[config.mk]
export PLATFORM = sky130hd
export DESIGN_NAME = acm_ctrl
export DESIGN_NICKNAME = d
export VERILOG_FILES = /design/src/acm_pkg.sv /design/src/acm_ctrl.sv /design/src/acm_clk_div.sv /design/src/acm_sampler.sv
export VERILOG_INCLUDE_DIRS = /design/src /design/src/src
export SDC_FILE = /design/constraint.sdc
export NUM_CORES = 1
export LEC_CHECK = 0
export BUFFER_PORTS_ARGS = -buffer_cell sky130_fd_sc_hd__clkbuf_2
export CAP_MARGIN = 20
export CORE_MARGIN = 3
export CORE_UTILIZATION = 52
export DETAILED_ROUTE_END_ITERATION = 7
export PLACE_DENSITY_LB_ADDON = 0.3
export SLEW_MARGIN = 30
export SYNTH_ARGS = -nofsm -noshare
export SYNTH_HDL_FRONTEND = slang
export SYNTH_SLANG_ARGS = --single-unit
[constraint.sdc]
create_clock -name clk_i -period 2.9 [get_ports clk_i]
set_input_delay 0.58 -clock clk_i [delete_from_list [all_inputs] [get_ports clk_i]]
set_output_delay 0.58 -clock clk_i [all_outputs]
set_load 0.01 [all_outputs]
[src/acm_consts.svh]
// Offsets, field positions and reset values for the converter clock and mode control block
`ifndef ACM_CONSTS_SVH
`define ACM_CONSTS_SVH

// Register byte offsets
`define ACM_CTRL3_OFS        4'h0
`define ACM_IMODE1_OFS       4'h4
`define ACM_SAMPTIME_OFS     4'h8
`define ACM_STATUS_OFS       4'hC

// Control register three fields
`define ACM_SEL_HI           31
`define ACM_SEL_LO           30
`define ACM_DIV_HI           29
`define ACM_DIV_LO           24
`define ACM_SHARED_EN_BIT    23
`define ACM_CORE4_EN_BIT     20
`define ACM_CORE3_EN_BIT     19
`define ACM_SAMPLE_BIT       1
`define ACM_REQUEST_BIT      0
// Writable bits; 22 and 21 and all others read as zero
`define ACM_CTRL3_MASK       32'hFF98_0003

// Automatic sample time field in the second control word
`define ACM_AUTO_SAMPLE_TIME_HI          25
`define ACM_AUTO_SAMPLE_TIME_LO          16
`define ACM_AUTO_SAMPLE_TIME_MASK        32'h03FF_0000

// Input mode register: inputs 0 to 10, bits 21:0 implemented
`define ACM_IMODE_MASK       32'h003F_FFFF
`define ACM_NUM_INPUTS       11

// Clock source codes
`define ACM_SRC_PERIPHERAL_BUS_CLOCK_THREE       2'h0
`define ACM_SRC_SYSCLK       2'h1
`define ACM_SRC_REFERENCE_CLOCK_THREE      2'h2
`define ACM_SRC_FRC          2'h3

// Reset values and counter increments
`define ACM_ZERO32           32'h0000_0000
`define ACM_ZERO6            6'h00
`define ACM_ONE6             6'h01
`define ACM_ZERO10           10'h000
`define ACM_ONE10            10'h001

`endif

[src/acm_pkg.sv]
// Types for the converter clock and mode control block
package acm_pkg;

	// Decoded controls presented to the analog cores
	typedef struct packed {
		logic [1:0]  clk_src;
		logic [5:0]  ctrl_div;
		logic        shared_en;
		logic        core4_en;
		logic        core3_en;
	} acm_ctrl_type;

	// Bus state machine
	typedef enum logic [1:0] {
		ACM_IDLE = 2'b01,
		ACM_ACK  = 2'b10
	} acm_bus_state_type;

	// Sample state for the shared core
	typedef enum logic [2:0] {
		ACM_S_HOLD   = 3'b001,
		ACM_S_MANUAL = 3'b010,
		ACM_S_AUTO   = 3'b100
	} acm_manual_sample_hold_state_type;

endpackage : acm_pkg

[src/acm_ctrl.sv]
// Converter clock source, divider, core enables, sample control and input mode registers
//
// Design decisions made here: the address map and the Wishbone slave port.
`timescale 1ns/100ps
`default_nettype none
`include "acm_consts.svh"

// Notes on behaviour
// - Top two bits pick clock: 11 FAST_RC_OSCILLATOR-oscillator, 10 reference three, 01 system, 00 bus three.
// - Six-bit divider field sets the control clock division ratio.
// - Shared core enable bit one enables, zero disables its digital logic.
// - Core four enable at bit 20, core three at bit 19.
// - Bits 22 and 21 of control three always read zero.
// - Manual sample bit overrides all; sampling holds until software clears it.
// - Automatic sample time field is ignored while manual sampling is used.
// - Manual sampling with the shared core enabled connects class 2 and 3 inputs only, never class 1.
// - Hardware never clears the manual sample bit.
// - Each input has a differential bit; one differential, zero single-ended.
// - Each input has a signed bit; one signed, zero unsigned result.
module acm_ctrl (
	input  wire logic                 clk_i,
	input  wire logic                 rst_i,
	input  wire logic                 wb_cyc_i,
	input  wire logic                 wb_stb_i,
	input  wire logic                 wb_we_i,
	input  wire logic [3:0]           wb_adr_i,
	input  wire logic [3:0]           wb_sel_i,
	input  wire logic [31:0]          wb_dat_i,
	input  wire logic [10:0]          input_class1_i,
	output var  logic [31:0]          wb_dat_o,
	output var  logic                 wb_ack_o,
	output var  acm_pkg::acm_ctrl_type ctrl_o,
	output var  logic                 ctrl_tick_o,
	output var  logic                 sample_o,
	output var  logic [10:0]          sample_connect_o,
	output var  logic                 convert_o,
	output var  logic [10:0]          input_diff_o,
	output var  logic [10:0]          input_signed_o
);
	acm_pkg::acm_bus_state_type bus_r;
	acm_pkg::acm_bus_state_type bus_nxt;
	logic [31:0] ctrl3_r;
	logic [31:0] ctrl3_nxt;
	logic [31:0] imode_r;
	logic [31:0] imode_nxt;
	logic [31:0] auto_sample_time_r;
	logic [31:0] auto_sample_time_nxt;
	logic [31:0] rdat_r;
	logic [31:0] rdat_nxt;
	logic        req_r;
	logic        req_nxt;
	logic        tick_w;
	logic        sampling_w;
	logic        convert_w;
	logic        tick_r;
	logic        sample_r;
	logic [10:0] connect_r;
	logic [10:0] connect_nxt;
	logic        convert_r;
	logic        wr_stb;
	logic        rd_stb;

	// Byte-lane merge of write data into a register, limited to implemented bits
	function automatic logic [31:0] acm_merge(input logic [31:0] old_v, input logic [31:0] new_v,
		input logic [3:0] sel, input logic [31:0] mask);
		logic [31:0] lane;
		lane = {{8{sel[3]}}, {8{sel[2]}}, {8{sel[1]}}, {8{sel[0]}}};
		acm_merge = ((old_v & ~lane) | (new_v & lane)) & mask;
	endfunction : acm_merge

	// Pick every other bit of the mode register, starting at a given offset
	function automatic logic [10:0] acm_pick(input logic [31:0] v, input int unsigned ofs);
		logic [10:0] r;
		r = 11'h000;
		for (int n = 0; n < `ACM_NUM_INPUTS; n++)
			r[n] = v[2 * n + ofs];
		acm_pick = r;
	endfunction : acm_pick

	assign wr_stb = wb_cyc_i && wb_stb_i && wb_we_i && (bus_r == acm_pkg::ACM_IDLE);
	assign rd_stb = wb_cyc_i && wb_stb_i && !wb_we_i && (bus_r == acm_pkg::ACM_IDLE);

	// Register writes, reads and bus handshake
	always_comb
	begin
		bus_nxt   = acm_pkg::ACM_IDLE;
		ctrl3_nxt = ctrl3_r;
		imode_nxt = imode_r;
		auto_sample_time_nxt  = auto_sample_time_r;
		rdat_nxt  = rdat_r;
		req_nxt   = 1'b0;
		if (wb_cyc_i && wb_stb_i && (bus_r == acm_pkg::ACM_IDLE))
			bus_nxt = acm_pkg::ACM_ACK;
		if (wr_stb)
		begin
			unique case (wb_adr_i)
				`ACM_CTRL3_OFS:
				begin
					// unimplemented masked, sample bit held as written
					ctrl3_nxt = acm_merge(ctrl3_r, wb_dat_i, wb_sel_i, `ACM_CTRL3_MASK);
					// request acted on as a pulse
					req_nxt = wb_sel_i[0] && wb_dat_i[`ACM_REQUEST_BIT];
					ctrl3_nxt[`ACM_REQUEST_BIT] = 1'b0;
				end
				`ACM_IMODE1_OFS:
					imode_nxt = acm_merge(imode_r, wb_dat_i, wb_sel_i, `ACM_IMODE_MASK);
				`ACM_SAMPTIME_OFS:
					auto_sample_time_nxt = acm_merge(auto_sample_time_r, wb_dat_i, wb_sel_i, `ACM_AUTO_SAMPLE_TIME_MASK);
				default:
				begin
				end
			endcase
		end
		if (rd_stb)
		begin
			unique case (wb_adr_i)
				`ACM_CTRL3_OFS:    rdat_nxt = ctrl3_r;
				`ACM_IMODE1_OFS:   rdat_nxt = imode_r;
				`ACM_SAMPTIME_OFS: rdat_nxt = auto_sample_time_r;
				`ACM_STATUS_OFS:   rdat_nxt = {30'h0000_0000, convert_r, sampling_w};
				default:           rdat_nxt = `ACM_ZERO32;
			endcase
		end
	end

	// Register bus and control state
	always_ff @(posedge clk_i)
	begin
		if (rst_i)
		begin
			bus_r   <= acm_pkg::ACM_IDLE;
			ctrl3_r <= `ACM_ZERO32;
			imode_r <= `ACM_ZERO32;
			auto_sample_time_r  <= `ACM_ZERO32;
			rdat_r  <= `ACM_ZERO32;
			req_r   <= 1'b0;
		end
		else
		begin
			bus_r   <= bus_nxt;
			ctrl3_r <= ctrl3_nxt;
			imode_r <= imode_nxt;
			auto_sample_time_r  <= auto_sample_time_nxt;
			rdat_r  <= rdat_nxt;
			req_r   <= req_nxt;
		end
	end

	acm_clk_div u_div (
		.clk_i  (clk_i),
		.rst_i  (rst_i),
		.div_i  (ctrl3_r[`ACM_DIV_HI:`ACM_DIV_LO]),
		.tick_o (tick_w)
	);

	// sample sequencing, sample time ignored under manual control
	acm_sampler u_manual_sample_hold (
		.clk_i      (clk_i),
		.rst_i      (rst_i),
		.tick_i     (tick_w),
		.manual_i   (ctrl3_r[`ACM_SAMPLE_BIT]),
		.start_i    (req_r),
		.auto_sample_time_i     (auto_sample_time_r[`ACM_AUTO_SAMPLE_TIME_HI:`ACM_AUTO_SAMPLE_TIME_LO]),
		.sampling_o (sampling_w),
		.convert_o  (convert_w)
	);

	// manual sampling with the shared core enabled reaches class 2 and 3 inputs only
	always_comb
	begin
		connect_nxt = 11'h000;
		if (ctrl3_r[`ACM_SAMPLE_BIT] && ctrl3_r[`ACM_SHARED_EN_BIT])
			connect_nxt = ~input_class1_i;
	end

	// Output registers
	always_ff @(posedge clk_i)
	begin
		if (rst_i)
		begin
			tick_r    <= 1'b0;
			sample_r  <= 1'b0;
			connect_r <= 11'h000;
			convert_r <= 1'b0;
		end
		else
		begin
			tick_r    <= tick_w;
			sample_r  <= sampling_w;
			connect_r <= connect_nxt;
			convert_r <= convert_w && ctrl3_r[`ACM_SHARED_EN_BIT];
		end
	end

	assign wb_dat_o         = rdat_r;
	assign wb_ack_o         = (bus_r == acm_pkg::ACM_ACK);
	assign ctrl_o.clk_src   = ctrl3_r[`ACM_SEL_HI:`ACM_SEL_LO];
	assign ctrl_o.ctrl_div  = ctrl3_r[`ACM_DIV_HI:`ACM_DIV_LO];
	assign ctrl_o.shared_en = ctrl3_r[`ACM_SHARED_EN_BIT];
	assign ctrl_o.core4_en  = ctrl3_r[`ACM_CORE4_EN_BIT];
	assign ctrl_o.core3_en  = ctrl3_r[`ACM_CORE3_EN_BIT];
	assign ctrl_tick_o      = tick_r;
	assign sample_o         = sample_r;
	assign sample_connect_o = connect_r;
	assign convert_o        = convert_r;
	assign input_diff_o     = acm_pick(imode_r, 1);
	assign input_signed_o   = acm_pick(imode_r, 0);
endmodule : acm_ctrl
`default_nettype wire

[src/acm_clk_div.sv]
// Control clock divider: produces a one-cycle control clock tick from the converter clock
`timescale 1ns/100ps
`default_nettype none
`include "acm_consts.svh"

module acm_clk_div (
	input  wire logic       clk_i,
	input  wire logic       rst_i,
	input  wire logic [5:0] div_i,
	output var  logic       tick_o
);
	logic [5:0] cnt_r;
	logic [5:0] cnt_nxt;
	logic       tick_r;
	logic       tick_nxt;

	// Count up to divide ratio; zero treated as one
	always_comb
	begin
		tick_nxt = 1'b0;
		cnt_nxt  = cnt_r + `ACM_ONE6;
		if ((cnt_r + `ACM_ONE6) >= div_i)
		begin
			cnt_nxt  = `ACM_ZERO6;
			tick_nxt = 1'b1;
		end
	end

	// Register counter and tick
	always_ff @(posedge clk_i)
	begin
		if (rst_i)
		begin
			cnt_r  <= `ACM_ZERO6;
			tick_r <= 1'b0;
		end
		else
		begin
			cnt_r  <= cnt_nxt;
			tick_r <= tick_nxt;
		end
	end

	assign tick_o = tick_r;
endmodule : acm_clk_div
`default_nettype wire

[src/acm_sampler.sv]
// Shared core sample and hold sequencer: manual hold, automatic timing and conversion start
`timescale 1ns/100ps
`default_nettype none
`include "acm_consts.svh"

module acm_sampler (
	input  wire logic       clk_i,
	input  wire logic       rst_i,
	input  wire logic       tick_i,
	input  wire logic       manual_i,
	input  wire logic       start_i,
	input  wire logic [9:0] auto_sample_time_i,
	output var  logic       sampling_o,
	output var  logic       convert_o
);
	acm_pkg::acm_manual_sample_hold_state_type st_r;
	acm_pkg::acm_manual_sample_hold_state_type st_nxt;
	logic [9:0] cnt_r;
	logic [9:0] cnt_nxt;
	logic       conv_r;
	logic       conv_nxt;

	// Manual sample wins over everything; otherwise a request runs an automatic sample
	always_comb
	begin
		st_nxt   = st_r;
		cnt_nxt  = cnt_r;
		conv_nxt = 1'b0;
		unique case (st_r)
			acm_pkg::ACM_S_HOLD:
			begin
				if (manual_i)
					st_nxt = acm_pkg::ACM_S_MANUAL;
				else if (start_i)
				begin
					st_nxt  = acm_pkg::ACM_S_AUTO;
					cnt_nxt = `ACM_ZERO10;
				end
			end
			acm_pkg::ACM_S_MANUAL:
			begin
				// Sample time field ignored; hold ends only when software clears
				if (!manual_i && start_i)
					conv_nxt = 1'b1;
				if (!manual_i)
					st_nxt = acm_pkg::ACM_S_HOLD;
			end
			acm_pkg::ACM_S_AUTO:
			begin
				if (manual_i)
					st_nxt = acm_pkg::ACM_S_MANUAL;
				else if (tick_i)
				begin
					cnt_nxt = cnt_r + `ACM_ONE10;
					if ((cnt_r + `ACM_ONE10) >= auto_sample_time_i)
					begin
						st_nxt   = acm_pkg::ACM_S_HOLD;
						conv_nxt = 1'b1;
					end
				end
			end
			default:
				st_nxt = acm_pkg::ACM_S_HOLD;
		endcase
	end

	// Register sample state
	always_ff @(posedge clk_i)
	begin
		if (rst_i)
		begin
			st_r   <= acm_pkg::ACM_S_HOLD;
			cnt_r  <= `ACM_ZERO10;
			conv_r <= 1'b0;
		end
		else
		begin
			st_r   <= st_nxt;
			cnt_r  <= cnt_nxt;
			conv_r <= conv_nxt;
		end
	end

	assign sampling_o = (st_r != acm_pkg::ACM_S_HOLD);
	assign convert_o  = conv_r;
endmodule : acm_sampler
`default_nettype wire

==> results.yml <==
outcome:
  status: "completed"
clock_tree:
  clock_path_buffers: 2
  cts.sinks: 114
  cts_htree_levels: 4
  cts_root_buf: "clkbuf_8"
  cts.clk_slew.worst_paths_ps: 60
  cts_made_buffers: 17
  insertion_delay_ps: 510
  ctsHoldBuffers: 0
  cts_tree: "built"
synthesis:
  yosysWarnings: 0
  synth_cells: 542
  async_flop_share: 0
  synth_edf_count: 0
  ys_ff_latch: 114
  seq_area_frac_synth: 0.481
  syn_avg_cell_area_sq_um: 8.76
  ys.flop_type: "dfxtp_1"
  synth_area_sq_mm: 0.00475
  synth_cell_types: 48
  syn_nets: 616
power:
  p_leak_uw: 0.00266
  p_per_area_mw_per_mm2: 654
  max-vdd-ir-drop_v: 0.000529
routing:
  viasPerCell: 5.53
  drt_iter0_markers: 278
  firstDrtPassIters: 4
  wire_per_inst_um: 15.5
  drt_wl_total_um: 12300
  ant_nets: 0
  remaining_drc_errors: 0
  dr_total_vias: 4397
floorplan:
  pin_count: 136
  num_rows: 34
  core-area_sq_mm: 0.00881
  die-area_sq_mm: 0.0103
  initial_core_util: 0.539
  die_x_um: 102
  die_height_um: 102
worst_setup_path:
  critPathMaxFanout: 6
  end_kind: "flop"
  slowest_delay_ps: 400
  startpoint_type: "flop"
  path_cells: "ha_4, and3_4, and3_2, nand3_1, xnor2_2, ha_1, a21oi_1, nand2_1, a221o_1, a31o_2, o22a_1"
  worstPathRequired_ps: 3300
  arrival_ps: 3220
  r2r_setup_slack_ps: 80
  cp_slowest_cell: "dfxtp_2"
  worstSetupPathType: "flop to flop"
layout:
  fillerInstances: 687
  syn_to_final_growth_pct: 29.7
  diodes: 0
  nNetsFinal: 748
  layout-drive-gt1-share: 0.274
  design_area_sq_mm: 0.00616
timing:
  max_slew_margin: 0.369
  final_hold_viol_count: 0
  period_share: 0.971
  setup_viol: 0
  finalClockSkew_ps: 10.7
  fmax_ghz: 0.355
  setup_slack_ps: 82.8
  maxSlewViolCount: 0
  holdWs_ps: 215
  period_needed_ps: 2820
  worst_pin_slew_ps: 934
global_routing:
  grt_use_total: 0.243
  grt_max_degree: 44
  overflow: 0
  antenna_found_initial: 0
  first_global_vias: 4253
  grt_pass1_wl_um: 20000
placed_design:
  port_buffers: 135
  gp_congestion: 0.841
  hpwlAfterDp_um: 8640
  pre_cts_slack_ps: 25.8
  place_area_sq_mm: 0.00546
flow_run:
  max_cap_violations: 0
min_path:
  min_path_type: "primary input to flop"
cell type report:
cell class                 count  area [sq um]  share of cell area
tap                          108           135              0.0219
sequential                   114          2280               0.371
multi-input combinational    378          2270               0.368
timing repair buffer         142           728               0.118
clock buffer                  19           432              0.0701
clock inverter                13           233              0.0378
inverter                      21          78.8              0.0128
metal layers:
| metal | track usage | share of wire | vias up |
|---|---|---|---|
| li1 | - | - | 2159 |
| met4 | 0.0726 | 0.0088 | 0 |
| met5 | 0 | 0 | - |
| met2 | 0.396 | 0.50 | 176 |
| met1 | 0.299 | 0.41 | 2050 |
| met3 | 0.0950 | 0.086 | 12 |
where the power goes:
part / internal [uW] / switching (uW)
logic: 50.2 / 83.7
clock network: 1590 / 723
registers: 1580 / 6.11
total: 3220 / 813
cell usage after synthesis (3+ instances only):
| cell | instances | share of area |
|---|---|---|
| xor2_1 | 5 | 0.0092 |
| clkbuf_1 | 22 | 0.017 |
| nand2_1 | 51 | 0.040 |
| o21ai_0 | 13 | 0.014 |
| a221oi_1 | 7 | 0.013 |
| nand3_1 | 46 | 0.049 |
| ha_1 | 18 | 0.047 |
| a22oi_1 | 24 | 0.038 |
| nor2_1 | 73 | 0.058 |
| buf_6 | 4 | 0.0095 |
| nor2b_1 | 9 | 0.012 |
| dfxtp_1 | 114 | 0.48 |
| nor3b_1 | 4 | 0.0063 |
| nand2b_1 | 3 | 0.0040 |
| inv_1 | 21 | 0.017 |
| xnor2_1 | 8 | 0.015 |
| a21oi_1 | 51 | 0.054 |
| nor3_1 | 12 | 0.013 |
| nand3b_1 | 4 | 0.0063 |
| mux2i_1 | 13 | 0.027 |
| a21o_1 | 4 | 0.0063 |
placed cells by master, fill, tap and decap left out, types with 3 or more instances in the layout:
| cell | n |
|---|---|
| nor3_1 | 12 |
| a22oi_1 | 24 |
| o21ai_0 | 13 |
| nor2b_1 | 9 |
| a221oi_1 | 7 |
| bufinv_16 | 6 |
| clkbuf_2 | 134 |
| a21o_1 | 4 |
| clkinvlp_4 | 4 |
| xor2_1 | 5 |
| a21oi_1 | 51 |
| buf_4 | 7 |
| nor2_1 | 73 |
| xnor2_1 | 7 |
| nand3_1 | 46 |
| clkbuf_16 | 16 |
| nand2b_1 | 3 |
| nor3b_1 | 4 |
| mux2i_1 | 13 |
| nand3b_1 | 4 |
| nand2_1 | 51 |
| dfxtp_1 | 112 |
| ha_1 | 17 |
| inv_1 | 21 |
path summary, 6_finish.rpt:
kind                                        from                            to  cells past startpoint
setup / recovery   u_manual_sample_hold.cnt_r[0]  u_manual_sample_hold.st_r[0]                     11
hold / removal                 input_class1_i[9]           sample_connect_o[9]                      2
setup reg to reg   u_manual_sample_hold.cnt_r[0]  u_manual_sample_hold.st_r[0]                     11
hold reg to reg   u_manual_sample_hold.convert_o                     convert_o                      2
timing repair:
| item | 4_1_cts | 5_1_grt |
|---|---|---|
| buffers inserted | 0 | 0 |
| endpoints found under the setup margin | 2 | 3 |
| gates resized for setup | 2 | 5 |
kinds of logic (layout without fill, tap and decap cells):
group	Yosys count	after routing	synth area share
and+or+nand+nor	221	221	0.223
DFF	114	114	0.481
AOI/OAI and AO/OA	113	113	0.150
buffers and inverters	50	195	0.0472
adders and majority gates	18	18	0.0475
xor gates and xnor gates	13	13	0.0240
muxes	13	13	0.0274
metrics by stage:
stage	std cells	TNS (ps)	util	power, uW
floorplan	542	0	-	1680
global placement	763	0	0.620	1750
detailed placement	763	0	0.620	1750
CTS	795	0	0.696	4060
global route	795	-57.2	0.699	4160
finish	795	0	0.699	4030
critical path: cells and delay by family, from the launching register on:
| family | cells | cell delay [ps] |
|---|---|---|
| compound gates | 4 | 950 |
| xor+xnor | 1 | 190 |
| fa+ha+maj | 2 | 490 |
| flops | 1 | 400 |
| simple gates | 4 | 660 |
Note: power is estimated with default switching activity, not from simulation.
